**config.mk**
```make
export PLATFORM = sky130hd
export DESIGN_NAME = dctc_top
export DESIGN_NICKNAME = d
export VERILOG_FILES = /design/src/include/dctc_pkg.sv /design/src/verilog/dctc_trig_sync.sv /design/src/verilog/dctc_desc_mem.sv /design/src/verilog/dctc_top.sv
export VERILOG_INCLUDE_DIRS = /design/src /design/src/include
export SDC_FILE = /design/constraint.sdc
export NUM_CORES = 2
export LEC_CHECK = 0
export ABC_AREA = 1
export BUFFER_PORTS_ARGS = -buffer_cell sky130_fd_sc_hd__buf_4
export CAP_MARGIN = 20
export CORE_UTILIZATION = 39
export DETAILED_ROUTE_END_ITERATION = 8
export HOLD_SLACK_MARGIN = 0.05
export PLACE_DENSITY = 0.56
export REMOVE_ABC_BUFFERS = 1
export SYNTH_ARGS = -nofsm -noshare
export SYNTH_HDL_FRONTEND = slang
export SYNTH_HIERARCHICAL = 1
export SYNTH_SLANG_ARGS = --single-unit
export TNS_END_PERCENT = 1
```
**constraint.sdc**
```tcl
create_clock -name clk_in -period 6.5 [get_ports clk_in]
set_clock_uncertainty 0.2 [all_clocks]
set_input_delay 0.325 -clock clk_in [delete_from_list [all_inputs] [get_ports clk_in]]
set_output_delay 0.325 -clock clk_in [all_outputs]
set_load 0.1 [all_outputs]
```
**src/include/dctc_consts.svh**
```systemverilog
/*
 * Constants of the channel trigger control block: register offsets,
 * field positions, reset values and descriptor word offsets.
 * Assumes inclusion by bare name from the include folder.
 */
`ifndef DCTC_CONSTS_SVH
`define DCTC_CONSTS_SVH
`define DCTC_REG_CTRL 9'h100
`define DCTC_REG_CTRL2 9'h104
`define DCTC_REG_STATE 9'h108
`define DCTC_REG_DBASE 9'h10c
`define DCTC_REG_WBASE 9'h110
`define DCTC_REG_CHNUM 9'h114
`define DCTC_REGION_BIT 8
`define DCTC_EN_BIT 0
`define DCTC_SWTRIG_BIT 1
`define DCTC_SRC_MSB 4
`define DCTC_SRC_LSB 0
`define DCTC_ACT_MSB 9
`define DCTC_ACT_LSB 8
`define DCTC_ACT_BLOCK 2'h0
`define DCTC_ACT_BEAT 2'h2
`define DCTC_ACT_TXN 2'h3
`define DCTC_KIND_SW 2'h0
`define DCTC_KIND_PERIPH 2'h1
`define DCTC_KIND_EVENT 2'h2
`define DCTC_CTRL2_RESET 32'h0000_0000
`define DCTC_PTR_RESET 32'h0000_0000
`define DCTC_CH_SHIFT 4
`define DCTC_WORD_CTRL 2'h0
`define DCTC_WORD_SRC 2'h1
`define DCTC_WORD_DST 2'h2
`define DCTC_WORD_NEXT 2'h3
`define DCTC_NTRIG 8
`define DCTC_MEM_AW 6
`endif

```
**src/include/dctc_pkg.sv**
```systemverilog
/*
 * Types of the channel trigger control block.
 * Assumes dctc_consts.svh is on the include path.
 */
`default_nettype none
package dctc_pkg;
	typedef enum logic [2:0] {
		DCTC_OFF,
		DCTC_FETCH,
		DCTC_WAIT,
		DCTC_ARB,
		DCTC_BEAT,
		DCTC_WB
	} dctc_state_e;
	typedef logic [31:0] dctc_word_t;
endpackage : dctc_pkg
`default_nettype wire

```
**src/verilog/dctc_trig_sync.sv**
```systemverilog
/*
 * Two-flop synchronisers and rising edge detectors for trigger pins.
 * Assumes the pins are asynchronous to clk_in.
 */
`timescale 1ns/1ps
`default_nettype none
module dctc_trig_sync (
	input wire logic clk_in,
	input wire logic nrst_in,
	input wire logic [15:0] pin_in,
	output logic [15:0] rise_out
);
	genvar i;
	generate
		for (i = 0; i < 16; i = i + 1) begin : g_bit
			logic s1_reg;
			logic s2_reg;
			logic s3_reg;
			always_ff @(posedge clk_in or negedge nrst_in) begin
				if (!nrst_in) begin
					s1_reg <= 1'b0;
					s2_reg <= 1'b0;
					s3_reg <= 1'b0;
					rise_out[i] <= 1'b0;
				end else begin
					s1_reg <= pin_in[i];
					s2_reg <= s1_reg;
					s3_reg <= s2_reg;
					rise_out[i] <= s2_reg & ~s3_reg;
				end
			end
		end
	endgenerate
endmodule : dctc_trig_sync
`default_nettype wire

```
**src/verilog/dctc_desc_mem.sv**
```systemverilog
/*
 * Descriptor memory, 64 words, byte enables, registered read data.
 * Assumes one writer and one reader per cycle, chosen by the parent.
 */
`timescale 1ns/1ps
`default_nettype none
module dctc_desc_mem (
	input wire logic clk_in,
	input wire logic nrst_in,
	input wire logic we_in,
	input wire logic [3:0] be_in,
	input wire logic [5:0] waddr_in,
	input wire logic [31:0] wdata_in,
	input wire logic [5:0] raddr_in,
	output logic [31:0] rdata_out
);
	logic [31:0] mem [0:63];
	// A single process owns the array, so no word has two drivers.
	always_ff @(posedge clk_in) begin
		for (int b = 0; b < 4; b = b + 1) begin
			if (we_in && be_in[b]) begin
				mem[waddr_in][8*b +: 8] <= wdata_in[8*b +: 8];
			end
		end
	end
	always_ff @(posedge clk_in or negedge nrst_in) begin
		if (!nrst_in) begin
			rdata_out <= 32'h0;
		end else begin
			rdata_out <= mem[raddr_in];
		end
	end
endmodule : dctc_desc_mem
`default_nettype wire

```
**src/verilog/dctc_top.sv**
```systemverilog
/*
 * One transfer channel: trigger selection, trigger actions, pending,
 * descriptor fetch and write-back, automatic disable, Avalon-MM slave.
 * Assumes an arbiter answering arb_req_out with grant_in and a beat
 * datapath answering beat_valid_out with beat_done_in, both on clk_in.
 */
// How it works
// - A transfer starts only after a request and an arbitration grant.
// - Trigger comes from software, a peripheral or an event, per select.
// - Action 0x0 whole block (default), 0x2 one beat, 0x3 transaction.
// - Single descriptor: enable cleared once the block completes.
// - Linked chain: enable cleared after the last descriptor runs.
// - Descriptors left: stay enabled, wait for next trigger except with action 0x3.
// - After re-enable no data moves until a fresh trigger.
// - Trigger during transfer is held pending, pending flag set to 1.
// - First descriptor words sit at base plus channel times 0x10 plus offset; linked ones at the next pointer plus offset.
`timescale 1ns/1ps
`default_nettype none
`include "dctc_consts.svh"
module dctc_top import dctc_pkg::*; (
	input wire logic clk_in,
	input wire logic nrst_in,
	input wire logic [8:0] avs_address_in,
	input wire logic avs_read_in,
	input wire logic avs_write_in,
	input wire logic [31:0] avs_writedata_in,
	input wire logic [3:0] avs_byteenable_in,
	output logic [31:0] avs_readdata_out,
	output logic avs_waitrequest_out,
	input wire logic [7:0] trig_periph_in,
	input wire logic [7:0] trig_event_in,
	output logic arb_req_out,
	input wire logic grant_in,
	output logic beat_valid_out,
	output logic [31:0] beat_src_addr_out,
	output logic [31:0] beat_dst_addr_out,
	input wire logic beat_done_in,
	output logic channel_run_enable_out,
	output logic channel_pending_indicator_out,
	output logic channel_busy_indicator_out
);
	function automatic logic [5:0] word_index(input logic [31:0] ptr,
		input logic [1:0] w);
		word_index = ptr[7:2] + {4'h0, w};
	endfunction : word_index

	function automatic dctc_word_t be_merge(input dctc_word_t old,
		input dctc_word_t nw, input logic [3:0] be);
		integer k;
		be_merge = old;
		for (k = 0; k < 4; k = k + 1) begin
			if (be[k]) begin
				be_merge[8*k +: 8] = nw[8*k +: 8];
			end
		end
	endfunction : be_merge

	dctc_state_e state_reg, state_next;
	logic wait_reg, acc_reg, sw_trig_reg, request_pending_flag_reg, cont_reg;
	logic [2:0] fidx_reg;
	logic [15:0] count_reg, ctrl_hi_reg;
	dctc_word_t ctrl2_reg, dbase_reg, wbase_reg, desc_ptr_reg;
	dctc_word_t src_end_reg, dst_end_reg, next_reg;
	logic [3:0] chnum_reg;
	logic [15:0] rise;
	dctc_word_t mem_rdata, reg_rdata, ch_off, beats_back;
	logic [5:0] mem_raddr, mem_waddr, sw_idx;
	logic req, sel_reg, reg_wr, sw_mem_we, eng_rd, eng_we, mem_we;
	logic trig_now, consume, hw_disable;
	logic [1:0] act, kind;
	logic [2:0] tidx;

	dctc_trig_sync u_sync (
		.clk_in(clk_in),
		.nrst_in(nrst_in),
		.pin_in({trig_event_in, trig_periph_in}),
		.rise_out(rise)
	);

	// Engine reads outrank software reads, software writes outrank
	// engine writes; the loser waits until the winner is done.
	assign sw_idx = avs_address_in[7:2];
	assign eng_rd = (state_reg == DCTC_FETCH) && !fidx_reg[2];
	assign eng_we = (state_reg == DCTC_WB) && !sw_mem_we;
	assign mem_raddr = eng_rd ? word_index(desc_ptr_reg, fidx_reg[1:0])
		: sw_idx;
	assign mem_waddr = sw_mem_we ? sw_idx
		: word_index(wbase_reg + ch_off, `DCTC_WORD_CTRL);
	assign mem_we = sw_mem_we | eng_we;

	dctc_desc_mem u_mem (
		.clk_in(clk_in),
		.nrst_in(nrst_in),
		.we_in(mem_we),
		.be_in(sw_mem_we ? avs_byteenable_in : 4'hf),
		.waddr_in(mem_waddr),
		.wdata_in(sw_mem_we ? avs_writedata_in : {ctrl_hi_reg, 16'h0}),
		.raddr_in(mem_raddr),
		.rdata_out(mem_rdata)
	);

	assign req = avs_read_in | avs_write_in;
	assign sel_reg = avs_address_in[`DCTC_REGION_BIT];
	assign reg_wr = !wait_reg && avs_write_in && sel_reg;
	assign sw_mem_we = !wait_reg && avs_write_in && !sel_reg;
	// The channel offset is a shift of the 4-bit channel number, so channels 0 to 15 fit.
	assign ch_off = {28'h0, chnum_reg} << `DCTC_CH_SHIFT;
	assign act = ctrl2_reg[`DCTC_ACT_MSB:`DCTC_ACT_LSB];
	assign kind = ctrl2_reg[`DCTC_SRC_MSB:`DCTC_SRC_MSB - 1];
	assign tidx = ctrl2_reg[`DCTC_SRC_LSB + 2:`DCTC_SRC_LSB];
	// Descriptors hold end addresses; walk back from the final beat.
	assign beats_back = {14'h0, count_reg - 16'h1, 2'b00};

	always_comb begin
		case (kind)
			`DCTC_KIND_SW: trig_now = sw_trig_reg;
			`DCTC_KIND_PERIPH: trig_now = rise[{1'b0, tidx}];
			`DCTC_KIND_EVENT: trig_now = rise[{1'b1, tidx}];
			default: trig_now = 1'b0;
		endcase
	end

	assign consume = (state_reg == DCTC_WAIT) && (trig_now | request_pending_flag_reg);

	always_comb begin
		state_next = state_reg;
		hw_disable = 1'b0;
		case (state_reg)
			DCTC_OFF: begin
				if (channel_run_enable_out) begin
					state_next = DCTC_FETCH;
				end
			end
			DCTC_FETCH: begin
				if (fidx_reg == 3'h4) begin
					if (count_reg == 16'h0) begin
						state_next = DCTC_WB;
					end else if (cont_reg) begin
						state_next = DCTC_ARB;
					end else begin
						state_next = DCTC_WAIT;
					end
				end
			end
			DCTC_WAIT: begin
				if (consume) begin
					state_next = DCTC_ARB;
				end
			end
			DCTC_ARB: begin
				if (grant_in) begin
					state_next = DCTC_BEAT;
				end
			end
			DCTC_BEAT: begin
				if (beat_done_in) begin
					if (count_reg == 16'h1) begin
						state_next = DCTC_WB;
					end else if (act == `DCTC_ACT_BEAT) begin
						state_next = DCTC_WAIT;
					end else begin
						state_next = DCTC_ARB;
					end
				end
			end
			DCTC_WB: begin
				if (!sw_mem_we) begin
					if (next_reg == 32'h0) begin
						state_next = DCTC_OFF;
						hw_disable = 1'b1;
					end else begin
						state_next = DCTC_FETCH;
					end
				end
			end
			default: state_next = DCTC_OFF;
		endcase
		// Disabling mid-beat abandons it; the datapath must tolerate that.
		if (!channel_run_enable_out) begin
			state_next = DCTC_OFF;
		end
	end

	always_ff @(posedge clk_in or negedge nrst_in) begin
		if (!nrst_in) begin
			state_reg <= DCTC_OFF;
		end else begin
			state_reg <= state_next;
		end
	end

	always_ff @(posedge clk_in or negedge nrst_in) begin
		if (!nrst_in) begin
			fidx_reg <= 3'h0;
			desc_ptr_reg <= `DCTC_PTR_RESET;
		end else if (state_reg == DCTC_OFF) begin
			fidx_reg <= 3'h0;
			desc_ptr_reg <= dbase_reg + ch_off;
		end else if (state_reg == DCTC_FETCH) begin
			if (fidx_reg != 3'h4) begin
				fidx_reg <= fidx_reg + 3'h1;
			end
		end else if (state_reg == DCTC_WB) begin
			fidx_reg <= 3'h0;
			desc_ptr_reg <= next_reg;
		end
	end

	// Read data trails the read address by one cycle.
	always_ff @(posedge clk_in or negedge nrst_in) begin
		if (!nrst_in) begin
			count_reg <= 16'h0;
			ctrl_hi_reg <= 16'h0;
			src_end_reg <= 32'h0;
			dst_end_reg <= 32'h0;
			next_reg <= 32'h0;
		end else if (state_reg == DCTC_FETCH) begin
			case (fidx_reg)
				3'h1: begin
					count_reg <= mem_rdata[15:0];
					ctrl_hi_reg <= mem_rdata[31:16];
				end
				3'h2: src_end_reg <= mem_rdata;
				3'h3: dst_end_reg <= mem_rdata;
				3'h4: next_reg <= mem_rdata;
				default: next_reg <= next_reg;
			endcase
		end else if (state_reg == DCTC_BEAT && beat_done_in) begin
			count_reg <= count_reg - 16'h1;
		end
	end

	always_ff @(posedge clk_in or negedge nrst_in) begin
		if (!nrst_in) begin
			beat_src_addr_out <= 32'h0;
			beat_dst_addr_out <= 32'h0;
		end else if (state_reg == DCTC_ARB && grant_in) begin
			beat_src_addr_out <= src_end_reg - beats_back;
			beat_dst_addr_out <= dst_end_reg - beats_back;
		end
	end

	// A trigger in the very cycle the pending one is taken refills it.
	always_ff @(posedge clk_in or negedge nrst_in) begin
		if (!nrst_in) begin
			request_pending_flag_reg <= 1'b0;
		end else if (state_reg == DCTC_OFF) begin
			request_pending_flag_reg <= 1'b0;
		end else if (consume) begin
			request_pending_flag_reg <= request_pending_flag_reg & trig_now;
		end else if (trig_now) begin
			request_pending_flag_reg <= 1'b1;
		end
	end

	always_ff @(posedge clk_in or negedge nrst_in) begin
		if (!nrst_in) begin
			cont_reg <= 1'b0;
		end else if (state_reg == DCTC_OFF) begin
			cont_reg <= 1'b0;
		end else if (consume) begin
			cont_reg <= (act == `DCTC_ACT_TXN);
		end
	end

	always_ff @(posedge clk_in or negedge nrst_in) begin
		if (!nrst_in) begin
			arb_req_out <= 1'b0;
			beat_valid_out <= 1'b0;
			channel_busy_indicator_out <= 1'b0;
			channel_pending_indicator_out <= 1'b0;
		end else begin
			arb_req_out <= (state_next == DCTC_ARB);
			beat_valid_out <= (state_next == DCTC_BEAT);
			channel_busy_indicator_out <= (state_next == DCTC_ARB) ||
				(state_next == DCTC_BEAT) || (state_next == DCTC_WB) ||
				(state_next == DCTC_FETCH && cont_reg);
			channel_pending_indicator_out <= (state_next != DCTC_OFF) &&
				(state_reg != DCTC_OFF) &&
				(consume ? (request_pending_flag_reg & trig_now) : (request_pending_flag_reg | trig_now));
		end
	end

	// Software wins over the automatic disable in the same cycle.
	always_ff @(posedge clk_in or negedge nrst_in) begin
		if (!nrst_in) begin
			channel_run_enable_out <= 1'b0;
			sw_trig_reg <= 1'b0;
		end else begin
			sw_trig_reg <= reg_wr && avs_address_in == `DCTC_REG_CTRL &&
				avs_byteenable_in[0] && avs_writedata_in[`DCTC_SWTRIG_BIT];
			if (reg_wr && avs_address_in == `DCTC_REG_CTRL &&
				avs_byteenable_in[0]) begin
				channel_run_enable_out <= avs_writedata_in[`DCTC_EN_BIT];
			end else if (hw_disable) begin
				channel_run_enable_out <= 1'b0;
			end
		end
	end

	always_ff @(posedge clk_in or negedge nrst_in) begin
		if (!nrst_in) begin
			ctrl2_reg <= `DCTC_CTRL2_RESET;
			dbase_reg <= `DCTC_PTR_RESET;
			wbase_reg <= `DCTC_PTR_RESET;
			chnum_reg <= 4'h0;
		end else if (reg_wr) begin
			case (avs_address_in)
				`DCTC_REG_CTRL2: ctrl2_reg <=
					be_merge(ctrl2_reg, avs_writedata_in, avs_byteenable_in);
				`DCTC_REG_DBASE: dbase_reg <=
					be_merge(dbase_reg, avs_writedata_in, avs_byteenable_in);
				`DCTC_REG_WBASE: wbase_reg <=
					be_merge(wbase_reg, avs_writedata_in, avs_byteenable_in);
				`DCTC_REG_CHNUM: begin
					if (avs_byteenable_in[0]) begin
						chnum_reg <= avs_writedata_in[3:0];
					end
				end
				default: chnum_reg <= chnum_reg;
			endcase
		end
	end

	always_comb begin
		case (avs_address_in)
			`DCTC_REG_CTRL: reg_rdata = {31'h0, channel_run_enable_out};
			`DCTC_REG_CTRL2: reg_rdata = ctrl2_reg &
				32'h0000_031f;
			`DCTC_REG_STATE: reg_rdata = {29'h0, channel_run_enable_out,
				channel_busy_indicator_out, channel_pending_indicator_out};
			`DCTC_REG_DBASE: reg_rdata = dbase_reg;
			`DCTC_REG_WBASE: reg_rdata = wbase_reg;
			`DCTC_REG_CHNUM: reg_rdata = {28'h0, chnum_reg};
			default: reg_rdata = 32'h0;
		endcase
	end

	// Waitrequest idles high and drops for exactly one cycle per access.
	always_ff @(posedge clk_in or negedge nrst_in) begin
		if (!nrst_in) begin
			avs_waitrequest_out <= 1'b1;
			acc_reg <= 1'b0;
			avs_readdata_out <= 32'h0;
		end else if (!avs_waitrequest_out) begin
			avs_waitrequest_out <= 1'b1;
		end else if (acc_reg) begin
			avs_readdata_out <= mem_rdata;
			avs_waitrequest_out <= 1'b0;
			acc_reg <= 1'b0;
		end else if (req) begin
			if (avs_write_in) begin
				avs_waitrequest_out <= 1'b0;
			end else if (sel_reg) begin
				avs_readdata_out <= reg_rdata;
				avs_waitrequest_out <= 1'b0;
			end else if (!eng_rd) begin
				acc_reg <= 1'b1;
			end
		end
	end

	assign wait_reg = avs_waitrequest_out;
endmodule : dctc_top
`default_nettype wire

```
* Word-level counts from Yosys, hierarchy flattened
Memories as Yosys holds them, arrays and structs flattened. A register that Yosys moved wholly into a read port is not among the register bits.
Cells that the tools add are included.
** Storage, ports and cells
- Memories kept :: 1
- Output and inout bits :: 102
- Register bits :: 387
- RAM bits :: 2048
- Input bits :: 67
** Memory list
- u_mem.mem :: words 64, bits a word 32, rd ports 1, clocked after Yosys merged registers in 1, write ports 1, line dctc_desc_mem.sv:17 : logic [31:0] mem [0:63];
** Cells by class
- Add/subtract/negate cells :: 7
- Equal/unequal tests :: 29
- $lt $le $gt $ge :: 2
- Reduce and logical (&&, ||, !) cells :: 59
- Bitwise gates (word level) :: 36
- Mux-type cells :: 65
** Operator list (number)
- 32-bit one-hot mux with 6 select lines :: 1
- 32-bit two-way mux :: 5
- 32-bit by 18-bit subtractor with 32-bit output :: 2
- 9-bit equality test (second input constant) :: 6
- 16-bit two-way mux :: 3
- 3-bit two-way mux :: 12
- 1-bit two-way mux :: 34
- 3-bit AND reduction :: 11
- 32-bit zero test :: 1
- 8-bit two-way mux :: 3
- 1-bit logical AND :: 18
- 3-bit one-hot mux with 6 select lines :: 1
- 1-bit AND :: 17
- 8-bit adder :: 2
- 16-bit by 1-bit equality test with 1-bit output (second input constant) :: 1
- 16-bit zero test :: 1
- 1-bit NOT :: 16
- 16-bit by 1-bit subtractor with 16-bit output (second input constant) :: 1
- 3-bit by 2-bit equality test with 1-bit output (second input constant) :: 5
- 3-bit equality test (second input constant) :: 5
- 2-bit AND reduction :: 7
- 6-bit two-way mux :: 2
- 2-bit nonzero test :: 6
- 3-bit nonzero test :: 4
- other kinds (19) :: 34

* Longest topological paths before layout
- Depth in word-level cells :: 12
- Mapped depth :: 21
- Gate-level depth less buffers :: 19

* Modules after synthesis
The synthesis kept the hierarchy.
** Modules (own cells, without submodules)
- dctc_desc_mem :: times used 1, area each 83890.5 sq um, cells an instance 7053, seq. area each 62299.8 sq um
- dctc_top :: times used 1, area each 16883.7 sq um, cells an instance 2171, seq. area each 8034.0 sq um
- dctc_trig_sync :: times used 1, area each 1761.7 sq um, cells an instance 96, seq. area each 1601.5 sq um

* Least setup slack after synthesis
OpenSTA, ideal clock, no wires.
- Path kind :: reg-to-reg
- From :: register avs_waitrequest_out
- To :: memory u_mem.mem[0][28] (data pin)
- Stages on the path, launching flop included :: 6
- Arrival time :: 3.723 ns
- Period minus slack after synthesis :: 4.625 ns
- Data required time :: 5.598 ns
- Setup time :: 0.702 ns
- Slack :: 1.875 ns
- Path buffers :: 2
- Cells stage by stage :: dfstp_2 > inv_1 > nand3_1 > buf_2 > buf_1 > o21ai_0
** Between the ends
- Word-level cells in the longest chain between the ends :: 4
** Ends and longest elaborated chain
- start: declaration :: line dctc_top.sv:29 : output logic avs_waitrequest_out,
- start signal: assignment :: line dctc_top.sv:342 : avs_waitrequest_out <= 1'b1;
- start signal: assignment :: line dctc_top.sv:346 : avs_waitrequest_out <= 1'b1;
- start signal: assignment :: line dctc_top.sv:349 : avs_waitrequest_out <= 1'b0;
- 1-bit zero test
- 1-bit logical AND (2 in a row) :: line dctc_top.sv:105 : assign sw_mem_we = !wait_reg && avs_write_in && !sel_reg;
- 32-bit two-way mux :: line dctc_top.sv:97 : .wdata_in(sw_mem_we ? avs_writedata_in : {ctrl_hi_reg, 16'h0}),
- end: declaration :: line dctc_desc_mem.sv:17
Every way passes these cells.

* Worst setup path in the final report
- From :: register chnum_reg[0]
- To :: memory u_mem.mem[62][3], enable pin
** Between the ends
- Word-level cells in the longest chain between the ends :: 2
** Ends and longest elaborated chain
- start: declaration :: line dctc_top.sv:64 : logic [3:0] chnum_reg;
- start signal: assignment :: line dctc_top.sv:317 : chnum_reg <= avs_writedata_in[3:0];
- start signal: assignment :: line dctc_top.sv:320 : default: chnum_reg <= chnum_reg;
- 8-bit adder :: line dctc_top.sv:88 : : word_index(wbase_reg + ch_off, `DCTC_WORD_CTRL);
- 6-bit two-way mux :: line dctc_top.sv:87 : assign mem_waddr = sw_mem_we ? sw_idx
- via mem_waddr[4] :: line dctc_top.sv:67 : logic [5:0] mem_raddr, mem_waddr, sw_idx;
The timed path passes the listed nets, and every way through them passes these cells.

==> summary.md <==
- Clk pin slew, worst setup/hold paths: 0.06 ns
- CP Max Fanout: 8
- peak ir drop on the vdd network: 0.299 mV
- area share of the largest cell type after synthesis: 0.600
- maximum number of pins on one net before global-route repair: 193
- launching instance or port of the critical path: chnum_reg[0]
- Max transition margin: 0.179
- critical path class: flip-flop to flip-flop
- per-cell routed wire length: 24.8 microns
- most flop-heavy register: u_mem/mem
- worst r2r path cells: 9
- CTS H-Tree Depth: 5
- distinct cell type count of the synthesized netlist: 48
- net total in the final layout: 9577
- launching element type of the critical path: flip-flop
- final weighted congestion of routability-driven global placement: 0.907
- clock tree root buffer cell: sky130_fd_sc_hd__clkbuf_16
- core outline area: 0.260 sq mm
- synthesized instance count: 9320
- crit path to: u_mem/mem[62][3]
- critical path arrival: 5.43 ns
- count of flip-flops with a built-in enable after synthesis: 2048
- number of setup buffers added after CTS: 0
- run status: finished, final reports clean
- later-pin clock latency in the skew report: 0.94 ns
- Final Hold Fails: 0
- # clock sinks: 2465
- most instantiated flip-flop cell in the synthesis netlist: sky130_fd_sc_hd__edfxtp_1
- leakage power total: 43.5 nW
- Power Density: 302 mW/mm^2
- via count of the first global-routing pass: 68600
- Routed Wire Length: 327000 microns
- summed instance area of the synthesized netlist: 0.103 sq mm
- fraction of layout cells with a size suffix above 1: 0.0807
- estimated wirelength of the detail-placed design: 202000 microns
- Initial DRT Pass Iterations: 8
- remaining design rule violation count: 0
- Die ar.: 0.265 sq mm
- detailed-route via count: 72100
- unrepaired setup endpoints after global routing: false
- clock period minus final worst setup slack: 5.09 ns
- post-detailed-route count of antenna-violating nets: 0
- Warnings, synthesis: 6
- # port buffers: 168
- global-route congestion overflow total: 0
- reg-to-reg startpoint: chnum_reg[0]
- Largest register FFs: 2048
- aggregate global-route resource usage: 0.244
- required time reported for the critical path endpoint: 6.84 ns
- Resized cells post-CTS: 0
- Horiz. Die Dim: 515 microns
- ports placed on the boundary: 169
- cell accounting for the most synthesized area: sky130_fd_sc_hd__edfxtp_1
- global-route wire length before repair: 475000 microns
- Slew Viols, Final: 0
- Hold Path Class: input port to flip-flop
- sequential area share after synthesis: 0.702
- Crit Reg-Reg Endpoint: u_mem/mem[62][3]
- synthesis-to-layout area growth: 14.1%
- share of the cycle needed by the critical path after routing: 0.783
- minimum setup slack after placement: 1.62 ns
- Avg Vias per Cell: 5.47
- worst setup slack after layout: 1.41 ns
- floorplan row count: 187
- Critical Path End Type: flip-flop
- antenna violations before repair: 19
- # Max-Cap Violations: 0
- clock tree from TritonCTS: done
- count of state elements after synthesis: 2465
- post-route core utilization: 0.449
- Detailed Route Iter0 Violations: 8398
- TritonCTS buffer count: 281
- Max Root-Sink Buffers: 4
- slew at the pin closest to its max-slew limit: 1.23 ns
- setup-violating endpoint count in the final report: 0
- final hold slack: 0.116 ns
- proportion of synthesized flip-flops having asynchronous set or reset: 0.169
- Max Freq: 197 MHz
- starting density of the core: 0.394
- Mean Syn Cell Area: 11.0 sq um
- top cells by area, synth: sky130_fd_sc_hd__edfxtp_1 60%, sky130_fd_sc_hd__nand2_1 11%, sky130_fd_sc_hd__dfrtp_1 10%
- Die Ht: 515 microns
- R2R setup slack: 1.41 ns
-- report_power, final --
| part | internal (mW) | switching (mW) | total [mW] |
|---|---|---|---|
| combinational | 0.585 | 2.08 | 2.67 |
| clock | 8.99 | 6.24 | 15.2 |
| sequential | 17.2 | 0.230 | 17.4 |
-- cell usage after synthesis (all sizes together) (2+ instances only) --
cell	number
ha	48
buf	394
o21a	7
nand4	20
o21bai	7
nor3	35
a21o	5
or2	10
inv	239
edfxtp	2048
o211ai	12
a21boi	2
nand3	2021
a21oi	122
nor2	464
xor2	21
o221ai	3
nand2	2921
xnor2	20
clkbuf	153
o21ai	312
o22ai	6
a22o	18
nor4	4
fa	5
dfrtp	416
-- through the flow --
| stage | cells | power, mW | setup TNS (ns) | instance area [sq um] |
|---|---|---|---|---|
| 3_5_place_dp | 12600 | 20.3 | 0 | 107000 |
| 5_1_grt | 13200 | 36.3 | 0 | 117000 |
| 6_report | 13200 | 35.3 | 0 | 117000 |
| 3_3_place_gp | 12600 | 20.3 | 0 | 107000 |
| 2_1_floorplan | 8773 | 20.6 | -4138.13 | 99900 |
| 4_1_cts | 13100 | 35.5 | 0 | 117000 |
-- worst max-delay path, cell delays in order, from the launching register on --
cell and delay (ns):
sky130_fd_sc_hd__dfrtp_1 0.42, sky130_fd_sc_hd__ha_1 0.22, sky130_fd_sc_hd__inv_1 0.08, sky130_fd_sc_hd__fa_1 0.40, sky130_fd_sc_hd__xor2_1 0.16, sky130_fd_sc_hd__o21ai_0 0.57
sky130_fd_sc_hd__inv_1 0.19, sky130_fd_sc_hd__nor3_1 0.89, sky130_fd_sc_hd__nand2_1 0.83, sky130_fd_sc_hd__nor2_1 0.74
-- worst min-delay path by stage --
stage	slack [ns]	cells after the start	end	startpoint
4_1_cts	0.06	6	u_mem/rdata_out[0]	avs_address_in[7]
3_3_place_gp	0.14	0	u_sync/g_bit[15].s2_reg	u_sync/g_bit[15].s1_reg
2_1_floorplan	-0.17	0	acc_reg	nrst_in
6_report	0.12	5	ctrl2_reg[8]	avs_byteenable_in[1]
3_5_place_dp	0.13	0	u_sync/g_bit[3].s2_reg	u_sync/g_bit[3].s1_reg
5_1_grt	0.08	5	ctrl2_reg[8]	avs_byteenable_in[1]
-- area by class of cell --
type	count	area [sq um]
clock buffers	368	7590
well taps	3496	4370
multi-input cells	6068	27500
inverters	240	935
diodes	18	45.0
clock inverters	112	1090
flip-flops and latches	2465	71900
fillers	24100	143000
repair buffers	401	3560
-- cells by family (layout without fill, tap and decap cells) --
| kind of cell | Yosys count | count (layout) | synth area share |
|---|---|---|---|
| AOI/OAI and AO/OA | 498 | 498 | 0.0261 |
| DFF | 2465 | 2465 | 0.702 |
| other | 0 | 18 | 0 |
| xor gates and xnor gates | 41 | 41 | 0.00350 |
| buffers and inverters | 787 | 1121 | 0.0345 |
| and+or+nand+nor | 5476 | 5476 | 0.228 |
| adders and majority gates | 53 | 53 | 0.00683 |
-- cells in the final DEF (no fill, tap or decap), types with 20 or more instances in the layout --
cell                            Yosys  layout
sky130_fd_sc_hd__bufinv_16          0      20
sky130_fd_sc_hd__xnor2_1           20      20
sky130_fd_sc_hd__o21ai_4            0      21
sky130_fd_sc_hd__nand2_1         2917    2912
sky130_fd_sc_hd__edfxtp_1        2048    2048
sky130_fd_sc_hd__dlygate4sd3_1      0      90
sky130_fd_sc_hd__dfrtp_1          416     415
sky130_fd_sc_hd__nor2_1           442     426
sky130_fd_sc_hd__clkbuf_1         153      68
sky130_fd_sc_hd__inv_1            234     232
sky130_fd_sc_hd__nand3_1         2020    2019
sky130_fd_sc_hd__ha_1              48      48
sky130_fd_sc_hd__a21oi_1          122     121
sky130_fd_sc_hd__clkinv_2           0      40
sky130_fd_sc_hd__nor3_1            34      34
sky130_fd_sc_hd__o21ai_0          307     286
sky130_fd_sc_hd__xor2_1            21      21
sky130_fd_sc_hd__clkbuf_16          0     285
sky130_fd_sc_hd__buf_12             0      23
sky130_fd_sc_hd__buf_4             50     284
sky130_fd_sc_hd__nand4_1           20      20
sky130_fd_sc_hd__clkinv_1           1      37
-- layer usage --
metal,track usage,vias to the layer above,share of wire
met3,0.0416,614,0.081
li1,-,32600,-
met2,0.372,3206,0.45
met5,0,-,0.000083
met4,0.105,4,0.046
met1,0.342,35600,0.43
-- timing repair --
action                     4_1_cts  5_1_grt
hold endpoints to repair       645        0
setup endpoints to repair        0        0
hold buffers                    91        0
(Power assumes the default switching activity.)
